[config.mk]
export PLATFORM = sky130hd
export DESIGN_NAME = pos_regs
export DESIGN_NICKNAME = d
export VERILOG_FILES = /design/src/common/pos_pkg.sv /design/src/rtl/pos_regs.sv
export SDC_FILE = /design/constraint.sdc
export NUM_CORES = 1
export LEC_CHECK = 0
export ABC_AREA = 1
export BUFFER_PORTS_ARGS = -buffer_cell sky130_fd_sc_hd__buf_4
export CAP_MARGIN = 20
export CORE_UTILIZATION = 41
export CTS_CLUSTER_SIZE = 24
export DETAILED_ROUTE_END_ITERATION = 16
export GPL_TIMING_DRIVEN = 0
export PLACE_DENSITY_LB_ADDON = 0.12
export SYNTH_ARGS = -nofsm -noshare
export SYNTH_HDL_FRONTEND = slang
export SYNTH_SLANG_ARGS = --single-unit
[constraint.sdc]
create_clock -name sys_clk -period 4.55 [get_ports sys_clk]
set_input_delay 0.91 -clock sys_clk [delete_from_list [all_inputs] [get_ports sys_clk]]
set_output_delay 0.91 -clock sys_clk [all_outputs]
set_load 0.01 [all_outputs]
[src/common/pos_pkg.sv]
// Package for the pulse output status and HMI register bank.
// Assumes a MODBUS front end that presents one register access at a time on sys_clk.
package pos_pkg;

  // Register addresses of the bank, one 32-bit word each.
  localparam logic [15:0] POS_ADDR_FREQ_CH0  = 16'h4D00;
  localparam logic [15:0] POS_ADDR_TOTAL_CH0 = 16'h4D02;
  localparam logic [15:0] POS_ADDR_ALARM0    = 16'h4D04;
  localparam logic [15:0] POS_ADDR_AUX_A     = 16'h4D06;
  localparam logic [15:0] POS_ADDR_FREQ_CH1  = 16'h4E00;
  localparam logic [15:0] POS_ADDR_TOTAL_CH1 = 16'h4E02;
  localparam logic [15:0] POS_ADDR_ALARM1    = 16'h4E04;
  localparam logic [15:0] POS_ADDR_AUX_B     = 16'h4E06;
  localparam logic [15:0] POS_ADDR_HOLD_DLY  = 16'h6F06;

  // Zero button delay: reset value and highest accepted value, in 50 ms steps.
  localparam logic [31:0] POS_HOLD_DLY_RESET = 32'h0000_0028;
  localparam logic [31:0] POS_HOLD_DLY_MAX   = 32'h0000_00C8;
  localparam int          POS_HOLD_DLY_W     = 8;

  // Timing: step of the zero button delay and the clock rate.
  localparam int POS_STEP_MS      = 50;
  localparam int POS_CLK_MHZ      = 200;
  localparam int POS_STEP_CYCLES  = POS_STEP_MS * 1000 * POS_CLK_MHZ;

  // One register access from the MODBUS front end.
  typedef struct packed {
    logic        valid;
    logic        write;
    logic [15:0] addr;
    logic [31:0] wdata;
  } pos_req_t;

  // Answer to one register access, one cycle after it was taken.
  typedef struct packed {
    logic        ack;
    logic        err;
    logic [31:0] rdata;
  } pos_rsp_t;

endpackage : pos_pkg

[src/rtl/pos_regs.sv]
// Status and parameter registers for two pulse channels, two alarm outputs,
// two auxiliary outputs and the zero button hold delay.
// Assumes pulse generator signals are on sys_clk; the zero button is an asynchronous pin.
//
// Overview of operation
// - Per channel read-only frequency in kHz.
// - Pulse count cleared by totalizer reset or test.
// - Pulse count read as 32-bit float.
// - Report commanded state of error alarm output.
// - Report commanded state of direction alarm output.
// - Report auxiliary output state when pulse off.
// - Test parameters act at once on write.
// - Test parameters revert to defaults after reset.
// - Zeroing starts after button held programmed delay.
// - Alarm test value 1 drives low, 0 high.
module pos_regs
  import pos_pkg::*;
#(
  parameter int STEP_CYCLES = POS_STEP_CYCLES,  // Clocks in one 50 ms step.
  parameter int CNT_W       = 32                // Width of each pulse counter.
) (
  input  wire logic        sys_clk,             // 200 MHz clock.
  input  wire logic        rst_b,               // Asynchronous reset, active low.
  input  wire pos_req_t    reg_req,             // Register access request.
  output pos_rsp_t         reg_rsp,             // Register access answer.
  input  wire logic [31:0] freq_khz_ch0,        // Channel 0 frequency, float32 kHz.
  input  wire logic [31:0] freq_khz_ch1,        // Channel 1 frequency, float32 kHz.
  input  wire logic [1:0]  pulse_emit,          // One pulse per emitted output pulse.
  input  wire logic        totalizer_clear,     // Totalizer reset pulse.
  input  wire logic        pulse_test_go_channel0, // Channel 0 test start level.
  input  wire logic        pulse_test_go_channel1, // Channel 1 test start level.
  input  wire logic [1:0]  alarm_normal,        // Alarm levels from normal operation.
  input  wire logic [1:0]  alarm_test_en,       // Alarm test start levels.
  input  wire logic [1:0]  alarm_test_val,      // Alarm test values.
  input  wire logic [1:0]  aux_state,           // Auxiliary output commanded states.
  output logic [1:0]       alarm_pin,           // Alarm output pin levels.
  input  wire logic        zero_button,         // Zero button pin, high while held.
  output logic             zero_start           // One cycle pulse: start zeroing.
);

  ////////////////////////////////////////////////////////////////////////////
  // Helpers.

  // Converts an unsigned count to float32; bits below the mantissa are truncated.
  function automatic logic [31:0] pos_u2f(input logic [31:0] v);
    logic [4:0]  msb;
    logic [31:0] norm;
    msb = 5'h00;
    for (int i = 0; i < 32; i++) begin
      if (v[i]) begin
        msb = 5'(i);
      end
    end
    norm = v << (5'd31 - msb);
    if (v == 32'h0000_0000) begin
      return 32'h0000_0000;
    end
    return {1'b0, 8'(8'd127 + {3'b000, msb}), norm[30:8]};
  endfunction

  ////////////////////////////////////////////////////////////////////////////
  // Reset release and pin synchronisers.

  logic [1:0] rst_sync;      // Reset release chain.
  logic       rst_n;         // Released reset used by the design.
  logic [1:0] button_sync;   // Zero button synchroniser.

  // Reset asserts at once and releases after two edges.
  always_ff @(posedge sys_clk or negedge rst_b) begin
    if (!rst_b) begin
      rst_sync <= 2'h0;
    end else begin
      rst_sync <= {rst_sync[0], 1'b1};
    end
  end
  assign rst_n = rst_sync[1];

  // The button is a mechanical pin, so it passes two flops first.
  always_ff @(posedge sys_clk or negedge rst_n) begin
    if (!rst_n) begin
      button_sync <= 2'h0;
    end else begin
      button_sync <= {button_sync[0], zero_button};
    end
  end

  ////////////////////////////////////////////////////////////////////////////
  // Pulse counters, one per channel.

  logic [1:0]       test_go;       // Test start levels per channel.
  logic [1:0]       test_go_q;     // Previous test start levels.
  logic [1:0]       test_rise;     // A test run just started.
  logic [CNT_W-1:0] pulse_cnt [2]; // Pulses emitted since last clear.

  assign test_go   = {pulse_test_go_channel1, pulse_test_go_channel0};
  assign test_rise = test_go & ~test_go_q;

  // Test start history; cleared to no test by reset.
  always_ff @(posedge sys_clk or negedge rst_n) begin
    if (!rst_n) begin
      test_go_q <= 2'h0;
    end else begin
      test_go_q <= test_go;
    end
  end

  generate
    for (genvar ch = 0; ch < 2; ch++) begin : g_cnt
      // A clear wins over a pulse in the same cycle: the restart point is that clear.
      always_ff @(posedge sys_clk or negedge rst_n) begin
        if (!rst_n) begin
          pulse_cnt[ch] <= '0;
        end else if (totalizer_clear || test_rise[ch]) begin
          pulse_cnt[ch] <= '0;
        end else if (pulse_emit[ch]) begin
          pulse_cnt[ch] <= pulse_cnt[ch] + 1'b1;
        end
      end
    end
  endgenerate

  ////////////////////////////////////////////////////////////////////////////
  // Alarm outputs and commanded states.

  logic [1:0] next_alarm_cmd;  // Commanded alarm level.
  logic [1:0] alarm_cmd;       // Registered commanded alarm level.

  // In test, a value of 1 pulls the pin low and 0 drives it high.
  assign next_alarm_cmd = (alarm_test_en & ~alarm_test_val) | (~alarm_test_en & alarm_normal);

  // Test controls take effect on the next edge; reset drives both pins low.
  always_ff @(posedge sys_clk or negedge rst_n) begin
    if (!rst_n) begin
      alarm_cmd <= 2'h0;
    end else begin
      alarm_cmd <= next_alarm_cmd;
    end
  end
  assign alarm_pin = alarm_cmd;

  ////////////////////////////////////////////////////////////////////////////
  // Zero button hold timer.

  logic [POS_HOLD_DLY_W-1:0] hold_dly;    // Programmed delay in 50 ms steps.
  logic [$clog2(STEP_CYCLES+1)-1:0] step_div; // Divider for the 50 ms step.
  logic                      step_tick;   // One cycle per 50 ms while held.
  logic [POS_HOLD_DLY_W-1:0] hold_steps;  // Steps counted since press.
  logic                      hold_done;   // Zeroing already started this press.
  logic                      pressed;     // Synchronised button level.

  assign pressed   = button_sync[1];
  assign step_tick = pressed && (step_div == ($clog2(STEP_CYCLES+1))'(STEP_CYCLES - 1));

  // The divider restarts on each press so that every step is a full 50 ms.
  always_ff @(posedge sys_clk or negedge rst_n) begin
    if (!rst_n) begin
      step_div <= '0;
    end else if (!pressed || step_tick) begin
      step_div <= '0;
    end else begin
      step_div <= step_div + 1'b1;
    end
  end

  // Counts held steps; one start per press, releasing the button rearms it.
  always_ff @(posedge sys_clk or negedge rst_n) begin
    if (!rst_n) begin
      hold_steps <= '0;
      hold_done  <= 1'b0;
      zero_start <= 1'b0;
    end else if (!pressed) begin
      hold_steps <= '0;
      hold_done  <= 1'b0;
      zero_start <= 1'b0;
    end else begin
      zero_start <= !hold_done && (hold_steps >= hold_dly);
      hold_done  <= hold_done || (hold_steps >= hold_dly);
      if (step_tick && hold_steps != '1) begin
        hold_steps <= hold_steps + 1'b1;
      end
    end
  end

  ////////////////////////////////////////////////////////////////////////////
  // Register access.

  logic        hit_dly;    // Access to the delay holding register.
  logic        hit_ro;     // Access to a read-only input register.
  logic        dly_ok;     // Write value lies in range.
  logic [31:0] ro_data;    // Read data of the input registers.
  pos_rsp_t    next_rsp;   // Answer for the next cycle.

  assign hit_dly = reg_req.addr == POS_ADDR_HOLD_DLY;
  assign dly_ok  = reg_req.wdata <= POS_HOLD_DLY_MAX;
  assign hit_ro  = (reg_req.addr[15:8] == POS_ADDR_FREQ_CH0[15:8] || reg_req.addr[15:8] == POS_ADDR_FREQ_CH1[15:8])
                   && reg_req.addr[7:3] == 5'h00 && !reg_req.addr[0];

  // Input register read data selected by address.
  assign ro_data =
      (reg_req.addr == POS_ADDR_FREQ_CH0)  ? freq_khz_ch0 :
      (reg_req.addr == POS_ADDR_FREQ_CH1)  ? freq_khz_ch1 :
      (reg_req.addr == POS_ADDR_TOTAL_CH0) ? pos_u2f(32'(pulse_cnt[0])) :
      (reg_req.addr == POS_ADDR_TOTAL_CH1) ? pos_u2f(32'(pulse_cnt[1])) :
      (reg_req.addr == POS_ADDR_ALARM0)    ? {31'h0000_0000, alarm_cmd[0]} :
      (reg_req.addr == POS_ADDR_ALARM1)    ? {31'h0000_0000, alarm_cmd[1]} :
      (reg_req.addr == POS_ADDR_AUX_A)     ? {31'h0000_0000, aux_state[0]} :
                                             {31'h0000_0000, aux_state[1]};

  // Answer: writes to input registers, bad delays and unmapped addresses are errors.
  always_comb begin
    next_rsp       = '0;
    next_rsp.ack   = reg_req.valid;
    if (hit_dly) begin
      next_rsp.err   = reg_req.write && !dly_ok;
      next_rsp.rdata = {24'h00_0000, hold_dly};
    end else if (hit_ro) begin
      next_rsp.err   = reg_req.write;
      next_rsp.rdata = reg_req.write ? 32'h0000_0000 : ro_data;
    end else begin
      next_rsp.err   = 1'b1;
    end
    if (!reg_req.valid) begin
      next_rsp = '0;
    end
  end

  // Delay register: only in-range writes are kept; reset restores the default.
  always_ff @(posedge sys_clk or negedge rst_n) begin
    if (!rst_n) begin
      hold_dly <= POS_HOLD_DLY_RESET[POS_HOLD_DLY_W-1:0];
    end else if (reg_req.valid && reg_req.write && hit_dly && dly_ok) begin
      hold_dly <= reg_req.wdata[POS_HOLD_DLY_W-1:0];
    end
  end

  // The answer is registered so data outputs come from flops.
  always_ff @(posedge sys_clk or negedge rst_n) begin
    if (!rst_n) begin
      reg_rsp <= '0;
    end else begin
      reg_rsp <= next_rsp;
    end
  end

endmodule // pos_regs

# [Word level (Yosys, flattened, before mapping)]
# Cells that the tools add are included.
[totals] ff_bits=148 latchBits=0 ramBits=0 romBits=0 in_bits=130 out_inout_bits=37 elab_cells=158 mem_count=0
[classes] n_addsub=8 multipliers=0 div=0 n_lt_le_gt_ge=2 n_eq_ne=13 n_shift=2 muxes=89 bitwise=7 n_reduce_logical=23
[ops] op="two-way mux 32 bit" n=14
[ops] op="two-way mux 5 bit" n=50
[ops] op="== test 16 x 15 -> 1 bit, second input constant" n=8
[ops] op="adder 32 x 1 -> 32 bit, second input constant" n=2
[ops] op="zero test 32 bit" n=2
[ops] op="<< shifter 32 x 5 -> 31 bit" n=2
[ops] op="two-way mux 34 bit" n=1
[ops] op="two-way mux 33 bit" n=1
[ops] op="<= comparator 32 x 8 -> 1 bit, second input constant" n=1
[ops] op="adder 24 x 1 -> 24 bit, second input constant" n=1
[ops] op="== test 24 bit, second input constant" n=1
[ops] op="two-way mux 24 bit" n=1
[ops] op="adder 7 x 5 -> 8 bit, first input constant" n=2
[ops] op="== test 8 x 7 -> 1 bit, second input constant" n=2
[ops] op="two-way mux 4 bit" n=4
[ops] op="two-way mux 8 bit" n=2
[ops] op="two-way mux 3 bit" n=4
[ops] op="two-way mux 1 bit" n=10
[ops] op="subtractor 5 bit, first input constant" n=2
[ops] op="logical AND 1 bit" n=9
[ops] op="adder 8 x 1 -> 8 bit, second input constant" n=1
[ops] op=">= comparator 8 bit" n=1
[ops] op="!= test 8 bit, second input constant" n=1
[ops] op="bitwise AND 2 bit" n=3
[ops] op="8 further kinds" n=19

# [Longest topological paths before layout]
# Gate-level depths: netlist of the first run.
[depth] ltp_word=42 mapped_depth=44 ltp_nobuf=42

# [Worst setup path before layout of the first run]
# OpenSTA, ideal clock, no wires.
[synth_path] path_kind="in2reg" start="in reg_req[46] (netlist bit)" end="reg reg_rsp[22] (netlist bit)" setup_ns=0.078 arrival_time_ns=3.268 required_ns=4.472 setup_slack_ns=1.204 stages=13 path_buffers=1 cell_sequence="inv_1 > nor2_1 > nand2_1 > nor2_1 > inv_1 > nor4_1 > nor2_1 > nor4_1 > clkinv_1 > nor2_1 > clkbuf_1 > o21ai_0 > a21oi_1"
[synth_lines] item="start: declaration" line="pos_regs.sv:24" source="input wire pos_req_t reg_req,"
[synth_lines] item="end signal: assignment" line="pos_regs.sv:241" source="reg_rsp <= next_rsp;"
[synth_lines] item="end: declaration" line="pos_regs.sv:25" source="output pos_rsp_t reg_rsp,"

==> results of run 1 <==
path summary, 6_finish.rpt:
check / end / start / depth (start not counted)
worst min register to register: button_sync[1] / button_sync[0] / 0
min in group sys_clk: button_sync[1] / button_sync[0] / 0
worst max-delay path: reg_rsp[24] / reg_req[47] / 14
max in group asynchronous: pulse_cnt[6] / rst_sync[1] / 1
worst min-delay path: rst_sync[0] / rst_b / 1
worst max register to register: reg_rsp[7] / pulse_cnt[3] / 24
where the power goes:
group / total [mW] / internal [mW] / switching, mW
combinational: 0.310 / 0.133 / 0.176
sequential: 1.34 / 1.33 / 0.0169
clock: 1.49 / 0.864 / 0.623
worst reg2reg max path, stage by stage, from the launching register on:
cell      delay (ps)
dfrtp_1          400
inv_1            170
nand2_1           90
nand3_1           80
nand3_1           70
nand3_1           80
nand3_1           80
nand3_1           80
nand3_1           80
nand3_1           90
nand3_1           80
nand3_1           80
nand3_1           70
nand3_1           80
nand3_1          160
a31oi_1          430
clkinv_1         360
buf_2            290
nand2_1           80
o21ai_0          220
o211ai_1         320
nand3_1          140
nand3b_1         160
nand2_1           70
a21oi_1          150
cell families (layout without fill, tap and decap cells):
family / count (synthesis) / after routing / synth area share
buffers and inverters: 293 / 494 / 0.101
DFF: 148 / 148 / 0.318
other: 1 / 1 / 0.000322
and+or+nand+nor: 1088 / 1088 / 0.406
AOI/OAI and AO/OA: 309 / 309 / 0.152
adders and majority gates: 16 / 16 / 0.0172
muxes: 6 / 6 / 0.00569
synth_stat cells (5+ instances only):
master / number
o211ai_2: 5
buf_6: 5
buf_2: 14
o21ai_0: 104
nor4_1: 29
o21a_1: 10
mux2_2: 5
nor3_1: 56
inv_1: 209
nand2_1: 525
buf_1: 5
nand4_1: 35
o21ai_1: 30
dfrtp_1: 146
ha_1: 16
o211ai_1: 25
nand2_2: 8
nor2_1: 148
a211oi_1: 11
nand3_1: 268
clkinv_1: 7
a21oi_1: 103
clkbuf_1: 48
area by class of cell:
class | instances | area, µm²
plain buffers | 74 | 353
flip-flops and latches | 148 | 3710
multi-input cells | 1420 | 6790
clock buffers | 23 | 448
inverters | 219 | 822
well taps | 378 | 473
fillers | 2942 | 13800
repair buffers | 169 | 1310
clock inverters | 9 | 134
routing by layer:
metal  up-vias  wire length [µm]  global-route usage
li1       6587                 -                   -
met1      6196             18000               0.377
met2       464             20700               0.513
met3       105              2370              0.0437
met4         0              1870               0.143
met5         -                 0                   0
what timing repair did:
item                       CTS  global route
setup endpoints to repair    0            10
gates resized for setup      0             4
setup buffers                0             0
state kept, by name, indices dropped and copies added (netlist names):
name	flops
zero_start	1
test_go_q	2
alarm_pin	2
pulse_cnt	64
hold_done	1
reg_rsp	34
step_div	24
rst_sync	2
hold_steps	8
button_sync	2
hold_dly	8
per-stage QoR:
step | power (mW) | hold WS [ps] | util | cells | cell area, µm²
5_1_grt | 3.24 | 222 | 0.504 | 2440 | 14000
6_report | 3.14 | 231 | 0.504 | 2440 | 14000
4_1_cts | 3.16 | 224 | 0.503 | 2440 | 14000
2_1_floorplan | 1.51 | 331 | - | 1861 | 11700
3_5_place_dp | 1.68 | 340 | 0.483 | 2408 | 13400
3_3_place_gp | 1.67 | 336 | 0.480 | 2405 | 13400
cell usage in the layout, fill, tap and decap left out, drive strengths merged, types with 2 or more instances in the layout:
master and instances:
o211ai 30, ha 16, a221oi 2, mux2 5, nand3b 2, dfrtp 146, bufinv 3, nand3 270
or2 6, clkinvlp 4, a21oi 105, clkinv 7, a211oi 11, o21ai 138, nor3b 4, nor4 29
o21a 10, nand2 533, nor2 149, nor3 57, a31oi 5, nand4 35, buf 195, inv 214
dfstp 2, clkbuf 71, o2111ai 3
==> metrics.md, run 1 <==
| Metric | Value |
|---|---|
| Outcome | finished, final reports clean |
| WL final | 42900 µm |
| Setup TNS | 0 ps |
| Overflow after GRT | 0 |
| Drt initial violations | 1176 |
| Starting Density | 0.419 |
| CTS tree | built |
| Die area | 29100 µm² |
| Remaining DRCs | 0 |
| Sequential element share of the synthesized area | 0.318 |
| Layout area overhead | 20.4% |
| Hold-fix buffers, CTS | 0 |
| Worst reg2reg setup slack | 580 ps |
| Worst setup EP type | register |
| Critical-path top delay cell | clkbuf_1 |
| Worst Clk Skew | 15.7 ps |
| Startpoint Class | input port |
| Slew @ Worst Pin | 942 ps |
| Die Span Y | 171 µm |
| Final ANT Viol Nets | 0 |
| Critical path class | in -> reg |
| CP cell instances | buf_4 -> nor2_1 -> nand2_1 -> nor2_1 -> inv_1 -> nor4_2 -> buf_2 -> nor2_1 -> nor4_1 -> clkinv_1 -> nor2_2 -> clkbuf_1 -> o21ai_0 -> a21oi_1 |
| FFs w/ async S/R, synth | 1.00 |
| Row cnt | 61 |
| Net Count, Synth | 2007 |
| Core box area | 27900 µm² |
| Final setup vio count | 0 |
| Dpl ws | -332 ps |
| Crit path required time | 4890 ps |
| Vias/cell | 5.47 |
| Critical path's largest stage delay | 540 ps |
| Port Buf Inserts | 166 |
| Endpoints failing hold | 0 |
| Crit-path max FO | 10 |
| Unique masters post-synth | 50 |
| Syn avg cell area | 6.27 µm² |
| Ant diodes | 0 |
| Synthesized area | 11700 µm² |
| Worst min-delay path category | in -> async |
| CTS buffer count | 17 |
| Worst VDD drop | 233 µV |
| Clock latency on the worst-skew pair | 450 ps |
| Die Wd | 171 µm |
| Max_cap viols | 0 |
| Io pins | 167 |
| Main flop type after synthesis | dfrtp_1 |
| Synth top area cells | dfrtp_1 31%, nand2_1 17%, nand3_1 12%, inv_1 6.7%, nor2_1 4.8% |
| Most used cell along the critical path | nor2_1 |
| Initial antenna violation count | 0 |
| Final layout net count | 2195 |
| Slew headroom | 0.367 |
| Reg clk slew, reported paths | 60 ps |
| Share of cells above drive strength 1 | 0.126 |
| DP HPWL | 34600 µm |
| Post-synth EDFFs | 0 |
| Router iterations before antenna repair | 5 |
| Leakage power | 6.75 nW |
| Power per standard cell area | 224 nW/µm² |
| CP Data Arrival Time | 4420 ps |
| Area leader, netlist | dfrtp_1 |
| Clock Root Buffer | clkbuf_16 |
| Avg WL per Cell | 17.6 µm |
| Top delay family on crit path | simple AND/OR/NAND/NOR gates |
| Vias | 13400 |
| Synth top area share | 0.313 |
| CTS Buffer Depth | 2 |
| Clock sinks | 148 |
| Critical path buffers and inverters | 5 |
| First-pass GRT wire length | 67600 µm |
| Final Max Slew Viols | 0 |
| Vias in the first global route | 12900 |
| Fmax | 0.245 GHz |
| Ys Warns | 0 |
| Fin crit share | 0.898 |
| Seq cells post-synth | 148 |
| GRT Util Overall | 0.302 |
| Worst setup margin | 464 ps |
| Cells after Synth | 1861 |
| Largest net degree at the start of global routing | 56 |
| RSZ-0062 raised after global routing | false |
| Min Clock Period, post-route | 4090 ps |
| Routability cong. | 0.993 |
| H-tree levels | 4 |
No activity file was read; power rests on OpenSTA's default activity.
==> run 2, diff against run 1 <==
--- a/config.mk
+++ b/config.mk
@@ -12,6 +12,7 @@
 export CTS_CLUSTER_SIZE = 24
 export DETAILED_ROUTE_END_ITERATION = 16
 export GPL_TIMING_DRIVEN = 0
+export MAX_ROUTING_LAYER = met4
 export PLACE_DENSITY_LB_ADDON = 0.12
 export SYNTH_ARGS = -nofsm -noshare
 export SYNTH_HDL_FRONTEND = slang
==> run 2 against run 1 <==
Register-to-register slack got worse by 150 ps. Die area did not move. Via count fell by 0.38%. Non-clock buffer count did not move. Worst hold slack got worse by 2.3 ps. Sequential power barely moved. Combinational power barely moved. Sequential share of layout area fell by 0.099 points. Clock-buffer cell count fell by 4. Maximum frequency fell by 0.91%. Critical endpoint is now reg_rsp[9]. Largest cell class unchanged. Highest routed layer unchanged.
==> metrics.md, run 2 (synthesized netlist as in run 1, its figures left out) <==
| Metric | Value |
|---|---|
| First-pass GRT wire length | 67800 µm (+0.30%) |
| Fmax | 0.243 GHz (-0.91%) |
| Tot Pwr | 3.22 mW (+2.7%) |
| Endpoints failing hold | 0 (unchanged) |
| Most used cell along the critical path | nand3_1 |
| Clock sinks | 148 (unchanged) |
| Worst Clk Skew | 8.57 ps (-7.18 ps) |
| Number of flip-flops under the largest register name | 64 (unchanged) |
| Biggest registers after layout | pulse_cnt x64, reg_rsp x34, step_div x24 |
| CP Data Arrival Time | 4430 ps (about the same) |
| Avg WL per Cell | 17.8 µm (+1.1%) |
| Fin crit share | 0.906 (+0.00825) |
| Most frequent cells in the layout | 525 x nand2_1, 268 x nand3_1, 209 x inv_1 |
| Final Util | 0.506 (+0.00189) |
| RSZ-0062 raised after global routing | false |
| Min Clock Period, post-route | 4120 ps (+37.5 ps) |
| Slew headroom | 0.366 (-0.00154) |
| CTS buffer count | 17 (unchanged) |
| Clock latency on the worst-skew pair | 450 ps (about the same) |
| Clock Root Buffer | clkbuf_16 |
| Starting Density | 0.419 (unchanged) |
| Dpl ws | -281 ps (+51.1 ps) |
| Design area | 14100 µm² (+0.37%) |
| Worst setup EP type | register |
| GRT Util Overall | 0.313 (+0.0105) |
| Largest net degree at the start of global routing | 61 (+8.9%) |
| Critical path class | reg -> reg |
| Final ANT Viol Nets | 0 (unchanged) |
| Slew @ Worst Pin | 951 ps (+9.56 ps) |
| CTS Buffer Depth | 2 (unchanged) |
| Ant diodes | 0 (unchanged) |
| Max_cap viols | 0 (unchanged) |
| Worst min-delay path category | in -> async |
| Critical-path top delay cell | a31oi_2 |
| Leakage power | 6.79 nW (+0.61%) |
| Crit path required time | 4860 ps (-30 ps) |
| WL final | 43400 µm (+1.1%) |
| Most common cell after layout, fill and taps aside | nand2_1 |
| Startpoint Class | register |
| Die Wd | 171 µm (unchanged) |
| Reg clk slew, reported paths | 70 ps (about the same) |
| Port Buf Inserts | 166 (unchanged) |
| Routability cong. | 0.991 (-0.23%) |
| Router iterations before antenna repair | 5 (unchanged) |
| Biggest register | pulse_cnt |
| Placed cell area | 13400 µm² (unchanged) |
| Initial antenna violation count | 0 (unchanged) |
| Outcome | finished, final reports clean |
| Drt initial violations | 1066 (-9.4%) |
| Share of cells above drive strength 1 | 0.127 (+0.00145) |
| Number of setup buffers added after CTS | 0 (unchanged) |
| Final layout net count | 2195 (unchanged) |
| Die area | 29100 µm² (unchanged) |
| Vias | 13300 (-0.38%) |
| Vias/cell | 5.45 (-0.38%) |
| CP cell instances | inv_1 -> a21oi_1 -> o21ai_0 -> nand2_1 -> nand3_1 -> nand3_1 -> nand3_1 -> nand3_1 -> nand3_1 -> nand3_1 -> nand3_1 -> nand2_1 -> a31oi_2 -> clkinv_1 -> clkbuf_1 -> nand3_1 -> nand3_1 -> nand3_1 -> nand2_1 -> o21ai_0 -> nand3_1 -> nand2_1 -> a21oi_1 |
| DP HPWL | 34900 µm (+0.85%) |
| Final setup vio count | 0 (unchanged) |
| Layout area overhead | 20.9% |
| Remaining DRCs | 0 (unchanged) |
| Core box area | 27900 µm² (unchanged) |
| Vias in the first global route | 12900 (-0.46%) |
| Io pins | 167 (unchanged) |
| Worst setup margin | 427 ps (-37.5 ps) |
| CTS tree | built |
| Die Span Y | 171 µm (unchanged) |
| Row cnt | 61 (unchanged) |
| Final Max Slew Viols | 0 (unchanged) |
| Critical path's largest stage delay | 460 ps (-80 ps) |
| H-tree levels | 4 (unchanged) |
| Overflow after GRT | 0 (unchanged) |
| Crit-path max FO | 10 (unchanged) |
| Hold slack | 229 ps (-2.35 ps) |
| Power per standard cell area | 229 nW/µm² (+2.3%) |
| Worst VDD drop | 333 µV (+43%) |
-- run 2: cell types whose count changed in the layout (fill, tap and decap cells not counted), sizes merged --
cell / previous run / this run
clkinv: 7 / 12
clkbuf: 71 / 67
clkinvlp: 4 / 0
inv: 214 / 216
bufinv: 3 / 4
-- run 2: where the power goes --
| part | internal [mW] | switching (mW) |
|---|---|---|
| logic | 0.133 | 0.179 |
| clock network | 0.943 | 0.629 |
| registers | 1.33 | 0.0139 |
-- run 2: metal layers --
layer / GRT usage / part of all wire
met5: - / 0
met4: 0.133 / 0.040
met3: 0.0490 / 0.044
met2: 0.523 / 0.48
met1: 0.372 / 0.43
-- run 2: worst paths after layout --
kind                                      from        endpoint  slack [ps]  cells past startpoint
worst max-delay path             pulse_cnt[35]      reg_rsp[9]         430                     23
max in group asynchronous          rst_sync[1]    pulse_cnt[6]        3530                      1
worst max register to register   pulse_cnt[35]      reg_rsp[9]         430                     23
min in group sys_clk            button_sync[0]  button_sync[1]         350                      0
worst min register to register     rst_sync[1]     hold_dly[1]         300                      0
worst min-delay path                     rst_b     rst_sync[1]         230                      1
-- run 2: repair_timing --
action | in CTS | in global routing
gates resized for setup | 0 | 2
endpoints found under the setup margin | 0 | 9
hold endpoints to repair | 0 | 0
hold buffers | 0 | 0
-- run 2: layout make-up --
cell class | count | area [µm²]
Buffer | 74 | 353
Clock inverter | 13 | 198
Tap cell | 378 | 473
Sequential cell | 148 | 3710
Multi-Input combinational cell | 1420 | 6790
Inverter | 219 | 822
Timing Repair Buffer | 169 | 1310
Fill cell | 2965 | 13800
Clock buffer | 19 | 443
-- run 2: worst max-delay path: cells and delay by family (launching register included) --
kind	cells	cell delay [ps]
AOI/OAI and AO/OA	5	1050
and+or+nand+nor	15	1510
DFF	1	420
buffers and inverters	3	990
-- run 2: metrics by stage --
step,setup TNS [ps],std cells
final,0,2440
after global routing,0,2440
after CTS,0,2440
after detailed placement,-1300,2408
after global placement,-269330,2405
after floorplan,0,1861
==> run 3, diff against run 2 <==
--- a/config.mk
+++ b/config.mk
@@ -5,7 +5,6 @@
 export SDC_FILE = /design/constraint.sdc
 export NUM_CORES = 1
 export LEC_CHECK = 0
-export ABC_AREA = 1
 export BUFFER_PORTS_ARGS = -buffer_cell sky130_fd_sc_hd__buf_4
 export CAP_MARGIN = 20
 export CORE_UTILIZATION = 41
==> run 3 against run 2 <==
Worst setup slack got worse by 410 ps. Clock skew rose by 5.5 ps. Non-clock buffer count rose by 44. Critical endpoint is now reg_rsp[21]. Largest cell class unchanged.
==> metrics.md, run 3 <==
| Metric | Value |
|---|---|
| Most frequent cells after synthesis | 185 x nor2_1, 170 x nand2_1, 146 x dfrtp_1 |
| CP cell instances | clkbuf_1 -> nor4_1 -> and2_1 -> clkbuf_1 -> o21a_1 -> clkbuf_1 -> o21ai_0 -> o211ai_1 -> mux2i_1 -> a2111oi_0 -> a221oi_1 |
| Critical path's largest stage delay | 1150 ps (+690 ps) |
| H-tree levels | 4 (unchanged) |
| Vias/cell | 5.99 (+9.8%) |
| Initial antenna violation count | 0 (unchanged) |
| Worst Clk Skew | 14.1 ps (+5.49 ps) |
| Fin crit share | 0.996 (+0.0897) |
| Reg clk slew, reported paths | 70 ps (about the same) |
| Clock sinks | 148 (unchanged) |
| Port Buf Inserts | 163 (-1.8%) |
| Final setup vio count | 0 (unchanged) |
| Min Clock Period, post-route | 4530 ps (+408 ps) |
| Layout area overhead | 19.7% |
| Crit path required time | 4770 ps (-90 ps) |
| Power per standard cell area | 215 nW/µm² (-6.2%) |
| CP Data Arrival Time | 4750 ps (+320 ps) |
| Fmax | 0.221 GHz (-9.0%) |
| Final ANT Viol Nets | 0 (unchanged) |
| Worst R2R Start | pulse_cnt[59] |
| Worst setup margin | 18.6 ps (-408 ps) |
| Synth top area share | 0.304 (-0.00920) |
| Clock Root Buffer | clkbuf_16 |
| Main flop type after synthesis | dfrtp_1 |
| Most frequent cells in the layout | 185 x nor2_1, 170 x nand2_1, 168 x buf_4 |
| Post-synth EDFFs | 0 (unchanged) |
| Outcome | finished, final reports clean |
| Routability cong. | 0.992 (+0.11%) |
| Biggest register | pulse_cnt |
| Avg WL per Cell | 22.2 µm (+25%) |
| Hold slack | 216 ps (-13.3 ps) |
| Comb pwr share | 0.086 (-0.011) |
| Die Span Y | 173 µm (+1.5%) |
| Placed cell area | 13800 µm² (+2.5%) |
| Tot Pwr | 3.09 mW (-4.3%) |
| Core box area | 28800 µm² (+3.3%) |
| CTS tree | built |
| Top delay family on crit path | compound AO/OA/AOI/OAI gates |
| Clock latency on the worst-skew pair | 440 ps (about the same) |
| Remaining DRCs | 0 (unchanged) |
| Fillers | 2851 (-3.8%) |
| Die Wd | 173 µm (+1.5%) |
| Vias | 12500 (-6.1%) |
| Worst reg2reg setup slack | 20 ps (-410 ps) |
| Worst min-delay path category | reg -> async |
| Slew headroom | 0.101 (-0.264) |
| R2r endpoint | reg_rsp[21] |
| Max_cap viols | 0 (unchanged) |
| Critical path buffers and inverters | 3 (unchanged) |
| Worst VDD drop | 237 µV (-29%) |
| GRT Util Overall | 0.318 (+0.00516) |
| Switching power total | 0.757 mW (-7.8%) |
| Startpoint Class | register |
| CTS buffer count | 17 (unchanged) |
| Worst setup EP type | register |
| Synthesized area | 12000 µm² (+3.0%) |
| Most common cell after layout, fill and taps aside | nor2_1 |
| Seq pwr share | 0.433 (+0.017) |
| Ys Warns | 0 (unchanged) |
| CTS resizes | 0 (unchanged) |
| Count leader, synth | nor2_1 |
| Drt initial violations | 1215 (+14%) |
| Starting Density | 0.417 (-0.00115) |
| Vias in the first global route | 11900 (-7.3%) |
| Largest net degree at the start of global routing | 67 (+9.8%) |
| Dpl ws | -108 ps (+173 ps) |
| Crit-path max FO | 10 (unchanged) |
| Overflow after GRT | 0 (unchanged) |
| Row cnt | 62 (+1.6%) |
| Critical path class | reg -> reg |
| Final Max Slew Viols | 0 (unchanged) |
| Synth top area cells | dfrtp_1 30%, mux2i_1 8.8%, nor2_1 5.8%, nand2_1 5.3%, o21ai_0 4.2% |
| Leakage power | 6.10 nW (-10%) |
| Sequential element share of the synthesized area | 0.309 (-0.00934) |
| Slew @ Worst Pin | 1310 ps (+363 ps) |
| Final layout net count | 1835 (-16%) |
| Net Count, Synth | 1651 (-18%) |
| Endpoints failing hold | 0 (unchanged) |
| Share of cells above drive strength 1 | 0.175 (+0.0480) |
| Io pins | 167 (unchanged) |
| Final Util | 0.500 (-0.00634) |
| Number of setup buffers added after CTS | 0 (unchanged) |
| First-pass GRT wire length | 71400 µm (+5.3%) |
| Sw Ratio | 0.245 (-0.00936) |
| Critical-path top delay cell | a2111oi_0 |
| Design area | 14400 µm² (+2.0%) |
| Number of flip-flops under the largest register name | 64 (unchanged) |
| CTS Buffer Depth | 2 (unchanged) |
| WL final | 46400 µm (+6.9%) |
| R2R depth | 11 (-52%) |
| Unique masters post-synth | 95 (+90%) |
| DP HPWL | 36100 µm (+3.3%) |
| RSZ-0062 raised after global routing | false |
| Cells after Synth | 1505 (-19%) |
| Most used cell along the critical path | clkbuf_1 |
| Internal power | 2.33 mW (-3.1%) |
| Ant diodes | 0 (unchanged) |
| FFs w/ async S/R, synth | 1.00 (unchanged) |
| Die area | 30000 µm² (+3.0%) |
| Seq cells post-synth | 148 (unchanged) |
| Router iterations before antenna repair | 5 (unchanged) |
| Hold-fix buffers, CTS | 0 (unchanged) |
| Area leader, netlist | dfrtp_1 |
| Biggest registers after layout | pulse_cnt x64, reg_rsp x34, step_div x24 |
| Syn avg cell area | 7.98 µm² (+27%) |
| Clock network fraction of design power | 0.481 (-0.007) |
## run 3: cell count changes in the layout (fill, tap and decap cells not counted), sizes merged, moves of 21 or more
cell | previous run | this run
mux2i | 1 | 106
inv | 216 | 40
nand3 | 270 | 61
xnor2 | 0 | 41
buf | 195 | 221
nand2 | 533 | 171
xor2 | 0 | 43
a21oi | 105 | 72
nor2 | 149 | 188
o21ai | 138 | 112
a221oi | 2 | 23
## run 3: worst max path at each step
stage	start	end	slack (ps)	cells after the start
after global placement	rst_sync[1]	pulse_cnt[16]	-1740	0
after floorplan	rst_sync[1]	alarm_pin[0]	120	0
after CTS	pulse_cnt[18]	reg_rsp[30]	240	12
after global routing	reg_req[47]	reg_rsp[20]	8	9
after detailed placement	reg_req[47]	reg_rsp[20]	-110	9
final	pulse_cnt[59]	reg_rsp[21]	20	11
## run 3: area by class of cell
cell class	instances	area, µm²	share of cell area
Buffer	122	602	0.0419
Clock buffer	21	450	0.0313
Clock inverter	11	150	0.0104
Inverter	39	149	0.0104
Multi-Input combinational cell	1196	7560	0.526
Sequential cell	148	3710	0.258
Tap cell	384	480	0.0334
Timing Repair Buffer	165	1280	0.0889
## run 3: power groups by stage
stage | sequential, mW | combinational (mW) | clock (mW)
after CTS | 1.34 | 0.265 | 1.52
after global placement | 1.38 | 0.234 | 0
final | 1.34 | 0.264 | 1.48
after global routing | 1.34 | 0.284 | 1.56
after detailed placement | 1.36 | 0.264 | 0
after floorplan | 1.37 | 0.0971 | 0
## run 3: metrics by stage
step,TNS (ps),cells
2_1_floorplan,0,1505
5_1_grt,0,2086
3_5_place_dp,-147,2054
3_3_place_gp,-246880,2052
4_1_cts,0,2086
6_report,0,2086
## run 3: cells by family after synthesis
kind of cell,after synthesis,share of synthesized area
buffers and inverters,161,0.0625
flip-flops,148,0.309
XOR/XNOR,84,0.0612
AO/OA/AOI/OAI,361,0.202
AND/OR/NAND/NOR,611,0.239
multiplexers,123,0.110
adder cells (fa/ha/maj),16,0.0167
other,1,0.000312
## run 3: layer usage
layer	global-route usage	routed length (µm)	vias up
li1	-	-	5793
met1	0.423	20200	6102
met2	0.509	22100	526
met3	0.0389	2990	67
met4	0.0867	1100	0
met5	-	0	-
